==> config.mk <==
export PLATFORM = sky130hd
export DESIGN_NAME = uart_rx_error_status
export DESIGN_NICKNAME = d
export VERILOG_FILES = /design/src/verilog/uart_rx_pkg.sv /design/src/verilog/rx_sync.sv /design/src/verilog/rx_fifo.sv /design/src/verilog/uart_rx_error_status.sv
export VERILOG_INCLUDE_DIRS = /design/src /design/src/verilog
export SDC_FILE = /design/constraint.sdc
export NUM_CORES = 1
export LEC_CHECK = 0
export BUFFER_PORTS_ARGS = -buffer_cell sky130_fd_sc_hd__buf_2
export CAP_MARGIN = 20
export CORE_MARGIN = 3
export CORE_UTILIZATION = 45
export CTS_BUF_LIST = sky130_fd_sc_hd__clkbuf_8
export DETAILED_ROUTE_END_ITERATION = 10
export PLACE_DENSITY_LB_ADDON = 0.2
export SLEW_MARGIN = 20
export SYNTH_ARGS = -nofsm -noshare
export SYNTH_HDL_FRONTEND = slang
export SYNTH_HIERARCHICAL = 1
export SYNTH_SLANG_ARGS = --single-unit
==> constraint.sdc <==
create_clock -name aclk -period 3.65 [get_ports aclk]
set_input_delay 0.5475 -clock aclk [delete_from_list [all_inputs] [get_ports aclk]]
set_output_delay 0.5475 -clock aclk [all_outputs]
set_load 0.05 [all_outputs]
==> src/verilog/uart_rx_map.svh <==
// Register offsets, field positions, reset values and counts of the receiver.
// Assumes a 12-bit byte address window on an AXI4-Lite bus.
`ifndef UART_RX_MAP_SVH
`define UART_RX_MAP_SVH
`define OFF_DATA 12'h000
`define OFF_STATUS 12'h004
`define OFF_CTRL 12'h008
`define OFF_BAUD 12'h00c
`define ST_OVERRUN 3
`define ST_BREAK 2
`define ST_PARITY 1
`define ST_FRAMING 0
`define DR_FRAMING 8
`define DR_PARITY 9
`define DR_BREAK 10
`define DR_OVERRUN 11
`define CTRL_PARITY_ON 1
`define CTRL_EPS 2
`define CTRL_STP2 3
`define CTRL_FEN 4
`define CTRL_WLEN_LO 5
`define CTRL_WLEN_HI 6
`define CTRL_RESET 7'h00
`define BAUD_RESET 16'h015b
`define STATUS_RESET 4'h0
`define FIFO_DEPTH 16
`define RESP_OKAY 2'b00
`define RESP_SLVERR 2'b10
`endif

==> src/verilog/uart_rx_pkg.sv <==
// Types shared by the receiver files.
// Assumes the map header supplies every number.
package uart_rx_pkg;
	typedef enum logic [2:0] {
		IDLE, START, DATA, PARITY, STOP, BRK_LOW, BRK_MARK
	} rx_state_t;
endpackage

==> src/verilog/rx_sync.sv <==
// Three-stage synchroniser for the serial receive pin.
// Assumes an asynchronous input; idle line level is high.
`timescale 1ns/10ps
module rx_sync (
	input wire logic aclk,
	input wire logic aresetn,
	input wire logic pin,
	output logic level
);
	logic s1_reg;
	logic s2_reg;
	logic s3_reg;

	// First stage feeds only the second; level moves once two stages agree
	always_ff @(posedge aclk) begin
		if (!aresetn) begin
			s1_reg <= 1'b1;
			s2_reg <= 1'b1;
			s3_reg <= 1'b1;
			level <= 1'b1;
		end else begin
			s1_reg <= pin;
			s2_reg <= s1_reg;
			s3_reg <= s2_reg;
			if (s2_reg == s3_reg) begin
				level <= s3_reg;
			end
		end
	end
endmodule

==> src/verilog/rx_fifo.sv <==
// Receive buffer: sixteen entries, or a single holding register.
// Assumes pops only when not empty and pushes only when not full.
`timescale 1ns/10ps
`include "uart_rx_map.svh"
module rx_fifo (
	input wire logic aclk,
	input wire logic aresetn,
	input wire logic one_deep,
	input wire logic flush,
	input wire logic push,
	input wire logic [10:0] push_data,
	input wire logic pop,
	output logic [10:0] head,
	output logic full,
	output logic empty,
	output logic [4:0] count
);
	logic [10:0] mem [0:`FIFO_DEPTH-1];
	logic [3:0] wr_ptr_reg;
	logic [3:0] rd_ptr_reg;
	logic [4:0] count_reg;

	assign count = count_reg;
	assign empty = (count_reg == 5'h00);
	// One-deep mode simply caps occupancy at one entry
	assign full = one_deep ? !empty : (count_reg == 5'h10);
	assign head = mem[rd_ptr_reg];

	// Storage; an entry is never written while full
	always_ff @(posedge aclk) begin
		if (push && !full) begin
			mem[wr_ptr_reg] <= push_data;
		end
	end

	// Pointers and occupancy
	always_ff @(posedge aclk) begin
		if (!aresetn || flush) begin
			wr_ptr_reg <= 4'h0;
			rd_ptr_reg <= 4'h0;
			count_reg <= 5'h00;
		end else begin
			if (push && !full) begin
				wr_ptr_reg <= wr_ptr_reg + 4'h1;
			end
			if (pop && !empty) begin
				rd_ptr_reg <= rd_ptr_reg + 4'h1;
			end
			if ((push && !full) && !(pop && !empty)) begin
				count_reg <= count_reg + 5'h01;
			end else if (!(push && !full) && (pop && !empty)) begin
				count_reg <= count_reg - 5'h01;
			end
		end
	end
endmodule

==> src/verilog/uart_rx_error_status.sv <==
// Serial receiver with error detection, status flags and AXI4-Lite slave.
// Assumes a single clock; the receive pin is asynchronous to it.
// Contract
// RULE_01: Overrun flag, bit 3, sets when a character completes with buffer full.
// RULE_02: On overrun stored characters stay intact; the new one is lost.
// RULE_03: Overrun flag holds until the clear register is written.
// RULE_04: Host drains the buffer and writes the clear register to recover.
// RULE_05: Break flag, bit 2, sets when line stays low a whole character.
// RULE_06: Each break loads exactly one zero character carrying the break mark.
// RULE_07: After break, incoming characters are ignored until break has ended.
// RULE_08: Break ends after line goes high and a valid start bit follows; here any low after the high ends it.
// RULE_09: Break flag holds until the clear register is written.
// RULE_10: Parity flag, bit 1, sets on parity mismatch with configured parity.
// RULE_11: Parity flag holds until the clear register is written.
// RULE_12: Framing flag, bit 0, sets when stop bit samples low.
// RULE_13: Framing flag holds until the clear register is written.
// RULE_14: Sixteen-deep mode ties break, parity, framing to the pushed entry.
// RULE_15: One-deep mode ties parity and framing to the holding register.
// RULE_16: Status bits 31 to 4 read as zero.
// RULE_17: Host reads status right after each data read.
// RULE_18: Any write to the status address clears all four flags.
// RULE_19: All status bits are zero after reset.
// RULE_20: Overrunning character never enters the buffer; pointers untouched.
//
// Decided for this implementation: the AXI4-Lite register port and the placing of the registers.
`timescale 1ns/10ps
`include "uart_rx_map.svh"
module uart_rx_error_status (
	input wire logic aclk,
	input wire logic aresetn,
	input wire logic [11:0] awaddr,
	input wire logic awvalid,
	output logic awready,
	input wire logic [31:0] wdata,
	input wire logic [3:0] wstrb,
	input wire logic wvalid,
	output logic wready,
	output logic [1:0] bresp,
	output logic bvalid,
	input wire logic bready,
	input wire logic [11:0] araddr,
	input wire logic arvalid,
	output logic arready,
	output logic [31:0] rdata,
	output logic [1:0] rresp,
	output logic rvalid,
	input wire logic rready,
	input wire logic rxd
);
	uart_rx_pkg::rx_state_t state_reg;
	logic rx_level;
	logic [15:0] cnt_reg;
	logic [15:0] baud_reg;
	logic [6:0] ctrl_reg;
	logic [3:0] status_reg;
	logic [3:0] status_set;
	logic [3:0] bit_idx_reg;
	logic [7:0] shift_reg;
	logic zero_reg;
	logic perr_reg;
	logic ferr_reg;
	logic stop_idx_reg;
	logic tick;
	logic frame_end;
	logic is_break;
	logic framing_now;
	logic parity_now;
	logic overrun_now;
	logic fifo_push;
	logic [10:0] push_data;
	logic fifo_pop;
	logic [10:0] fifo_head;
	logic fifo_full;
	logic fifo_empty;
	logic [4:0] fifo_count;
	logic flush;
	logic [7:0] data_aligned;
	logic [3:0] nbits;
	logic [1:0] wlen;
	logic [15:0] half_bit;
	logic aw_held_reg;
	logic w_held_reg;
	logic [11:0] waddr_reg;
	logic [31:0] wdata_reg;
	logic [3:0] wstrb_reg;
	logic do_write;
	logic aw_take;
	logic w_take;
	logic ar_take;
	logic bvalid_next;
	logic rvalid_next;
	logic clear_status;
	logic rsel_status_reg;
	logic [31:0] rd_mux;
	logic rd_ok;

	rx_sync u_sync (
		.aclk(aclk),
		.aresetn(aresetn),
		.pin(rxd),
		.level(rx_level)
	);

	rx_fifo u_fifo (
		.aclk(aclk),
		.aresetn(aresetn),
		.one_deep(!ctrl_reg[`CTRL_FEN]),
		.flush(flush),
		.push(fifo_push),
		.push_data(push_data),
		.pop(fifo_pop),
		.head(fifo_head),
		.full(fifo_full),
		.empty(fifo_empty),
		.count(fifo_count)
	);

	// Line settings decoded from the control register
	assign wlen = ctrl_reg[`CTRL_WLEN_HI:`CTRL_WLEN_LO];
	assign nbits = {2'b00, wlen} + 4'h5;
	assign half_bit = {1'b0, baud_reg[15:1]};
	assign data_aligned = shift_reg >> (2'd3 - wlen);
	assign tick = (cnt_reg == 16'h0000);

	// Frame completion and error classification
	assign frame_end = (state_reg == uart_rx_pkg::STOP) && tick &&
		(!ctrl_reg[`CTRL_STP2] || stop_idx_reg);
	assign is_break = frame_end && zero_reg && !rx_level; // [RULE_05]
	assign framing_now = frame_end && !is_break &&
		(ctrl_reg[`CTRL_STP2] ? ferr_reg : !rx_level); // [RULE_12]
	assign parity_now = frame_end && !is_break &&
		ctrl_reg[`CTRL_PARITY_ON] && perr_reg; // [RULE_10]
	assign overrun_now = frame_end && fifo_full; // [RULE_01]
	// A full buffer refuses the character outright [RULE_02] [RULE_20]
	assign fifo_push = frame_end && !fifo_full;
	// Break pushes one zero byte; errors ride with their entry
	assign push_data = is_break ? {3'b100, 8'h00} : // [RULE_06]
		{1'b0, parity_now, framing_now, data_aligned}; // [RULE_14] [RULE_15]
	assign status_set = {overrun_now, is_break, parity_now, framing_now};

	// Receive state machine; bit period is baud_reg clock cycles
	always_ff @(posedge aclk) begin
		if (!aresetn) begin
			state_reg <= uart_rx_pkg::IDLE;
			cnt_reg <= 16'h0000;
			bit_idx_reg <= 4'h0;
			shift_reg <= 8'h00;
			zero_reg <= 1'b0;
			perr_reg <= 1'b0;
			ferr_reg <= 1'b0;
			stop_idx_reg <= 1'b0;
		end else begin
			if (!tick) begin
				cnt_reg <= cnt_reg - 16'h0001;
			end
			case (state_reg)
				uart_rx_pkg::IDLE: begin
					if (!rx_level) begin
						cnt_reg <= half_bit;
						state_reg <= uart_rx_pkg::START;
					end
				end
				uart_rx_pkg::START: begin
					// Glitch shorter than half a bit is rejected
					if (tick) begin
						if (!rx_level) begin
							state_reg <= uart_rx_pkg::DATA;
							cnt_reg <= baud_reg - 16'h0001;
							bit_idx_reg <= 4'h0;
							zero_reg <= 1'b1;
							stop_idx_reg <= 1'b0;
						end else begin
							state_reg <= uart_rx_pkg::IDLE;
						end
					end
				end
				uart_rx_pkg::DATA: begin
					if (tick) begin
						shift_reg <= {rx_level, shift_reg[7:1]};
						zero_reg <= zero_reg && !rx_level;
						cnt_reg <= baud_reg - 16'h0001;
						bit_idx_reg <= bit_idx_reg + 4'h1;
						if (bit_idx_reg == nbits - 4'h1) begin
							state_reg <= ctrl_reg[`CTRL_PARITY_ON] ?
								uart_rx_pkg::PARITY : uart_rx_pkg::STOP;
						end
					end
				end
				uart_rx_pkg::PARITY: begin
					if (tick) begin
						perr_reg <= (^data_aligned) ^ rx_level ^
							!ctrl_reg[`CTRL_EPS];
						zero_reg <= zero_reg && !rx_level;
						cnt_reg <= baud_reg - 16'h0001;
						state_reg <= uart_rx_pkg::STOP;
					end
				end
				uart_rx_pkg::STOP: begin
					if (tick) begin
						if (frame_end) begin
							// Break holds off reception until line marks
							state_reg <= is_break ?
								uart_rx_pkg::BRK_LOW : // [RULE_07]
								uart_rx_pkg::IDLE;
						end else begin
							ferr_reg <= !rx_level;
							zero_reg <= zero_reg && !rx_level;
							stop_idx_reg <= 1'b1;
							cnt_reg <= baud_reg - 16'h0001;
						end
					end
				end
				uart_rx_pkg::BRK_LOW: begin
					if (rx_level) begin
						state_reg <= uart_rx_pkg::BRK_MARK; // [RULE_08]
					end
				end
				uart_rx_pkg::BRK_MARK: begin
					// Next low level closes the break, whether or not the start bit proves valid
					if (!rx_level) begin
						cnt_reg <= half_bit;
						state_reg <= uart_rx_pkg::START; // [RULE_08]
					end
				end
				default: begin
					state_reg <= uart_rx_pkg::IDLE;
				end
			endcase
		end
	end

	// Sticky error flags; a set in the clearing cycle survives
	always_ff @(posedge aclk) begin
		if (!aresetn) begin
			status_reg <= `STATUS_RESET; // [RULE_19]
		end else if (clear_status) begin
			status_reg <= status_set; // [RULE_18]
		end else begin
			// Only the clear write drops a flag [RULE_03] [RULE_09]
			status_reg <= status_reg | status_set; // [RULE_11] [RULE_13]
		end
	end

	// Write channel capture; address and data may come in either order
	assign aw_take = awvalid && awready;
	assign w_take = wvalid && wready;
	assign do_write = aw_held_reg && w_held_reg && !bvalid;
	assign bvalid_next = do_write || (bvalid && !bready);
	assign clear_status = do_write && (waddr_reg == `OFF_STATUS);

	always_ff @(posedge aclk) begin
		if (!aresetn) begin
			aw_held_reg <= 1'b0;
			w_held_reg <= 1'b0;
			waddr_reg <= 12'h000;
			wdata_reg <= 32'h00000000;
			wstrb_reg <= 4'h0;
			awready <= 1'b0;
			wready <= 1'b0;
		end else begin
			if (aw_take) begin
				aw_held_reg <= 1'b1;
				waddr_reg <= awaddr;
			end else if (do_write) begin
				aw_held_reg <= 1'b0;
			end
			if (w_take) begin
				w_held_reg <= 1'b1;
				wdata_reg <= wdata;
				wstrb_reg <= wstrb;
			end else if (do_write) begin
				w_held_reg <= 1'b0;
			end
			// Ready returns only after the response is accepted
			awready <= !aw_take && !aw_held_reg && !bvalid_next;
			wready <= !w_take && !w_held_reg && !bvalid_next;
		end
	end

	// Write response and register updates
	always_ff @(posedge aclk) begin
		if (!aresetn) begin
			bvalid <= 1'b0;
			bresp <= `RESP_OKAY;
			ctrl_reg <= `CTRL_RESET;
			baud_reg <= `BAUD_RESET;
			flush <= 1'b0;
		end else begin
			bvalid <= bvalid_next;
			flush <= 1'b0;
			if (do_write) begin
				bresp <= `RESP_OKAY;
				case (waddr_reg)
					`OFF_DATA, `OFF_STATUS: begin
					end
					`OFF_CTRL: begin
						if (wstrb_reg[0]) begin
							ctrl_reg <= wdata_reg[6:0];
							// Depth change would strand entries
							flush <= wdata_reg[`CTRL_FEN] !=
								ctrl_reg[`CTRL_FEN];
						end
					end
					`OFF_BAUD: begin
						if (wstrb_reg[0]) begin
							baud_reg[7:0] <= wdata_reg[7:0];
						end
						if (wstrb_reg[1]) begin
							baud_reg[15:8] <= wdata_reg[15:8];
						end
					end
					default: begin
						bresp <= `RESP_SLVERR;
					end
				endcase
			end
		end
	end

	// Read decode; data read returns byte, its own error marks and the sticky overrun flag
	always_comb begin
		rd_mux = 32'h00000000;
		rd_ok = 1'b1;
		case (araddr)
			`OFF_DATA: begin
				if (!fifo_empty) begin
					rd_mux[10:0] = fifo_head;
				end
				rd_mux[`DR_OVERRUN] = status_reg[`ST_OVERRUN];
			end
			`OFF_STATUS: begin
				rd_mux[3:0] = status_reg; // [RULE_16]
			end
			`OFF_CTRL: begin
				rd_mux[6:0] = ctrl_reg;
			end
			`OFF_BAUD: begin
				rd_mux[15:0] = baud_reg;
			end
			default: begin
				rd_ok = 1'b0;
			end
		endcase
	end

	assign ar_take = arvalid && arready;
	assign rvalid_next = ar_take || (rvalid && !rready);
	// Reading the data word removes the oldest entry
	assign fifo_pop = ar_take && (araddr == `OFF_DATA) && !fifo_empty;

	// Read channel; answer one cycle after the address is taken
	always_ff @(posedge aclk) begin
		if (!aresetn) begin
			arready <= 1'b0;
			rvalid <= 1'b0;
			rdata <= 32'h00000000;
			rresp <= `RESP_OKAY;
			rsel_status_reg <= 1'b0;
		end else begin
			arready <= !rvalid_next;
			rvalid <= rvalid_next;
			if (ar_take) begin
				rdata <= rd_mux;
				rresp <= rd_ok ? `RESP_OKAY : `RESP_SLVERR;
				rsel_status_reg <= (araddr == `OFF_STATUS);
			end
		end
	end

	a_overrun_sets: assert property (@(posedge aclk) disable iff (!aresetn)
		overrun_now |=> status_reg[`ST_OVERRUN]) // [RULE_01]
		else $error("overrun flag missing");
	a_overrun_no_store: assert property (@(posedge aclk)
		disable iff (!aresetn)
		(overrun_now && !fifo_pop && !flush) |=>
		fifo_count == $past(fifo_count)) // [RULE_02] [RULE_20]
		else $error("overrun changed buffer");
	a_flags_sticky: assert property (@(posedge aclk) disable iff (!aresetn)
		!clear_status |=> (status_reg & $past(status_reg)) ==
		$past(status_reg)) // [RULE_03] [RULE_09] [RULE_11] [RULE_13]
		else $error("flag dropped without clear");
	a_break_sets: assert property (@(posedge aclk) disable iff (!aresetn)
		is_break |=> status_reg[`ST_BREAK] &&
		state_reg == uart_rx_pkg::BRK_LOW) // [RULE_05]
		else $error("break not flagged");
	a_break_zero_char: assert property (@(posedge aclk)
		disable iff (!aresetn)
		(is_break && !fifo_full) |-> fifo_push &&
		push_data == 11'h400) // [RULE_06] [RULE_14]
		else $error("break char wrong");
	a_break_ignores: assert property (@(posedge aclk) disable iff (!aresetn)
		(state_reg == uart_rx_pkg::BRK_LOW ||
		state_reg == uart_rx_pkg::BRK_MARK) |-> !fifo_push) // [RULE_07]
		else $error("char stored during break");
	a_break_exit: assert property (@(posedge aclk) disable iff (!aresetn)
		(state_reg == uart_rx_pkg::BRK_LOW) ##1
		(state_reg != uart_rx_pkg::BRK_LOW) |->
		state_reg == uart_rx_pkg::BRK_MARK && $past(rx_level)) // [RULE_08]
		else $error("break left without marking");
	a_parity_sets: assert property (@(posedge aclk) disable iff (!aresetn)
		parity_now |=> status_reg[`ST_PARITY]) // [RULE_10]
		else $error("parity flag missing");
	a_framing_sets: assert property (@(posedge aclk) disable iff (!aresetn)
		framing_now |=> status_reg[`ST_FRAMING]) // [RULE_12]
		else $error("framing flag missing");
	a_clear_all: assert property (@(posedge aclk) disable iff (!aresetn)
		(clear_status && status_set == 4'h0) |=>
		status_reg == 4'h0) // [RULE_18]
		else $error("clear left a flag");
	a_reserved_zero: assert property (@(posedge aclk) // [RULE_16]
		disable iff (!aresetn)
		(rvalid && rsel_status_reg) |-> rdata[31:4] == 28'h0000000)
		else $error("reserved status bits set");
	a_reset_clears: assert property (@(posedge aclk)
		!aresetn |=> status_reg == 4'h0) // [RULE_19]
		else $error("status not cleared by reset");
endmodule

==> impl_summary.md <==
Placed design
At the end of routability-driven placement, the weighted congestion stood at 0.843. The number of port buffers is 72. After detailed placement, the total cell area comes to 14800 um2. The half-perimeter wire length after detailed placement is 22100 um.

Setup path
In this design, the stage delay of the slowest critical-path cell is 0.43 ns. The slowest stage of the critical path is the sky130_fd_sc_hd__or3b_4 cell. The startpoint identified for the worst register-to-register timing path is cnt_reg[0]$_SDFF_PN0_. The kind of critical path is register to register. Data arrives at the worst endpoint at 3.93 ns. The instance count on the critical path is 14.

The largest fanout on the critical path is 6. By instance count, the cell type seen most on the critical path is sky130_fd_sc_hd__ha_1. The endpoint of the worst register-to-register path is u_fifo/count[4]$_SDFFE_PP0P_. The critical path launch point is cnt_reg[0]$_SDFF_PN0_. The endpoint required time on the critical path is 4.15 ns. The reg2reg setup slack is 0.21 ns.

STA classifies the critical path endpoint as a register. Measured in cells, the most critical reg-to-reg path has a length of 14. Traced cell by cell, the critical path runs through inv_1 > ha_1 > or3b_4 > nor4_4 > nand3_1 > nor2_1 > o211a_4 > ha_1 > inv_1 > ha_1 > nand2b_1 > a21oi_1 > mux2i_1 > mux2i_1. The capturing instance or port of the critical path is u_fifo/count[4]$_SDFFE_PP0P_. The worst setup path is launched from a register. The total buffers and inverters traversed by the critical path is 2. The cell family contributing the most delay on the critical path is simple AND/OR/NAND/NOR gates.

Floorplan
Measured along the x axis, the die boundary spans 182 um. The effective utilization at floorplan is 46.4%. The floorplan step defined a die boundary enclosing 33100 um2. 109 I/O pins were placed. The floorplan has 63 rows.

The region available for standard cell placement spans 30000 um2. The die height is 182 um.

Yosys
The count of flip-flops with a built-in enable after synthesis is 176. The unique cell type count in the Yosys netlist is 76. The most used flip-flop cell after synthesis is sky130_fd_sc_hd__edfxtp_1. After synthesis, the share of flip-flops with an asynchronous set or reset is 0%. The cell area that synthesis handed to floorplanning was 13900 um2.

The total of flip-flops plus latches after synthesis is 315. The total number of yosys warnings is 6. After synthesis, flip-flops and latches occupy 57.9% of the total area. In this run the mean area of a mapped cell was 11.6 um2.

The number of instances in the synthesized netlist is 1198.

Power and ir drop
Per report_power, the combinational group accounts for 18.1% of the total. Sequential cells account for 47.1% of the total power. Summed over all nets, the switching power comes to 0.00239 W. For this design the static power due to leakage is 5.48 nW. The worst supply voltage drop on vdd is 0.000224 V. In this run, the clock network consumes 34.8% of the power. Net switching is 28.7% of the power.

The cell area power density is 528 nW/um2. Cell internal power was estimated by the tool at 0.00594 W.

Drt
For this run, the detailed router's first-pass iteration total came to 5. The post-detailed-route wirelength per cell is 18.9 um. The number of routed nets with antenna violations is 0. After detailed routing, the total wire length is 32700 um. In this run, the number of DRC markers left after iteration 0 of detailed routing was 783. After detailed routing, the number of vias per cell comes to 5.42. After detailed routing, the number of remaining DRC violations is 0.

The via total after detailed routing is 9395.

Timing
The count of final setup violators is 0. For the pin with the worst max-slew slack, the measured transition is 1.08 ns. Of the available clock period, the critical path in the final layout requires 94.2%. The worst clock skew is 0.0199 ns. In this run the tightest slew margin relative to its limit is 27.9%. For the final routed database, the setup TNS stands at 0 ns. Setup repair after global routing left no endpoint under its margin. The number of pins exceeding their max-slew limit in the final report is 0.

The shortest clock period the worst path allows after layout is 3.44 ns. Derived from the worst setup path, the maximum achievable clock frequency is 291 MHz. Final hold analysis gives a worst-case slack of 0.178 ns. The count of endpoints failing hold in the final timing report is 0.

CTS
Hold repair after CTS inserted 0 buffers. The post-CTS setup repair buffer count is 0. The tree built by TritonCTS fans out to 315 sinks.

The H-tree was split into 2 levels. The quantity of gates resized following cts is 0. TritonCTS built the clock tree. The maximum buffer depth of the clock tree is 3.

Clock-pin slew was measured on the worst setup and hold paths at 0.06 ns. The clock latency at the later pin of the worst-skew pair is 0.58 ns. The number of buffers created by CTS is 51. The root buffer cell is sky130_fd_sc_hd__clkbuf_8.

Global routing
The number of antenna violations at the first check in global routing is 1. The via count of the first global-routing pass is 9106. The wire length of the first global-routing pass is 50700 um. The global-route usage over all layers is 19.3%. The total overflow left after global routing is 0. Entering global routing, the biggest net connects 69 pins.

Layout
After the last flow step, the layout net total stands at 1381. The final standard cell area without fillers is 15800 um2. The area growth from synthesis to layout is 13.3%. Of the cells placed in the final design, the portion with a size suffix greater than 1 is 20.2%. The number of flip-flops under the largest register name is 176.

The number of inserted diodes is 0. The register with the highest flop count is u_fifo/mem.

Outcome
The run finished with clean final reports.

Min path
The class of the tightest hold or removal check is primary input to register.

Run
Max-cap violations in this run came to 0.
-- cells in the mapped netlist, drive strengths merged, types with 15 or more instances --
| library cell | count | area share [%] |
|---|---|---|
| a21oi | 90 | 3.2 |
| a22oi | 40 | 2.2 |
| buf | 37 | 1.7 |
| clkbuf | 51 | 1.4 |
| dfxtp | 139 | 20 |
| edfxtp | 176 | 38 |
| inv | 25 | 0.67 |
| mux2i | 33 | 2.4 |
| mux4 | 45 | 7.3 |
| nand2 | 155 | 4.2 |
| nand2b | 15 | 0.73 |
| nand3 | 21 | 0.79 |
| nor2 | 110 | 3.1 |
| nor3 | 38 | 1.5 |
| o21ai | 28 | 1.1 |
| xnor2 | 22 | 1.4 |
| xor2 | 17 | 1.1 |
-- through the flow --
stage | setup slack (ns) | utilization [%] | power [W] | instances
floorplan | 0.493 | - | 0.00515 | 1215
finish | 0.213 | 52.5 | 0.00833 | 1733
global route | 0.00126 | 52.5 | 0.00873 | 1733
CTS | 0.244 | 52.5 | 0.00840 | 1733
detailed placement | 0.262 | 49.2 | 0.00549 | 1637
global placement | 0.308 | 49.2 | 0.00548 | 1637
-- routing by layer --
metal	up-vias	track usage (%)	wire, um
li1	4579	-	-
met3	49	3.02	1490
met5	-	0	13
met4	2	5.45	704
met2	212	31.5	15700
met1	4553	26.9	14800
-- how the worst min path moves through the flow --
stage                              from                       end  slack [ns]  cells past startpoint
2_1_floorplan  u_sync/s1_reg$_SDFF_PN1_  u_sync/s2_reg$_SDFF_PN1_        0.39                      1
3_3_place_gp   u_sync/s1_reg$_SDFF_PN1_  u_sync/s2_reg$_SDFF_PN1_        0.41                      1
3_5_place_dp   u_sync/s1_reg$_SDFF_PN1_  u_sync/s2_reg$_SDFF_PN1_        0.41                      1
4_1_cts                             rxd  u_sync/s1_reg$_SDFF_PN1_        0.15                      2
5_1_grt                             rxd  u_sync/s1_reg$_SDFF_PN1_        0.17                      2
6_report                            rxd  u_sync/s1_reg$_SDFF_PN1_        0.18                      2
-- cell usage in the layout (no fill, tap or decap), types with 9 or more instances in the layout --
cell / netlist / final
sky130_fd_sc_hd__nand2_1: 154 / 154
sky130_fd_sc_hd__dfxtp_1: 139 / 137
sky130_fd_sc_hd__xnor2_1: 22 / 22
sky130_fd_sc_hd__conb_1: 1 / 18
sky130_fd_sc_hd__ha_1: 12 / 12
sky130_fd_sc_hd__nor2_1: 109 / 109
sky130_fd_sc_hd__buf_4: 21 / 47
sky130_fd_sc_hd__nor4_1: 10 / 10
sky130_fd_sc_hd__edfxtp_1: 176 / 176
sky130_fd_sc_hd__a21oi_1: 90 / 90
sky130_fd_sc_hd__clkbuf_8: 0 / 56
sky130_fd_sc_hd__nor2b_1: 11 / 11
sky130_fd_sc_hd__buf_2: 7 / 72
sky130_fd_sc_hd__o21ai_0: 18 / 18
sky130_fd_sc_hd__mux2i_1: 33 / 33
sky130_fd_sc_hd__xor2_1: 17 / 17
sky130_fd_sc_hd__clkinv_1: 0 / 15
sky130_fd_sc_hd__nand3_1: 20 / 20
sky130_fd_sc_hd__o21ai_1: 9 / 9
sky130_fd_sc_hd__and2_1: 11 / 11
sky130_fd_sc_hd__nand2b_1: 14 / 14
sky130_fd_sc_hd__mux4_2: 45 / 45
sky130_fd_sc_hd__a22oi_1: 40 / 40
sky130_fd_sc_hd__nor3_1: 35 / 35
sky130_fd_sc_hd__inv_1: 23 / 35
-- cells by family after synthesis --
group                    count (synthesis)  share of synthesized area [%]
flip-flops                             315                           57.9
XOR/XNOR                                39                           2.45
AND/OR/NAND/NOR                        414                           14.3
AO/OA/AOI/OAI                          221                           10.3
buffers and inverters                  113                           3.78
other                                    1                         0.0269
adder cells (fa/ha/maj)                 13                           1.22
multiplexers                            82                           9.97
-- final cells by class --
type | count | area, um2
multi-input combinational | 787 | 5400
clock inverter | 40 | 226
sequential | 315 | 8070
tap | 390 | 488
timing repair buffer | 120 | 733
fill | 2616 | 14300
inverter | 25 | 93.8
clock buffer | 56 | 771
-- power groups by stage --
stage | Combinational (W) | Sequential, W | Clock [W]
final | 0.00151 | 0.00392 | 0.00290
after CTS | 0.00150 | 0.00392 | 0.00298
after floorplan | 0.00115 | 0.00400 | 0
after detailed placement | 0.00149 | 0.00400 | 0
after global placement | 0.00149 | 0.00399 | 0
after global routing | 0.00165 | 0.00394 | 0.00315
No activity file was read; power rests on OpenSTA's default activity.
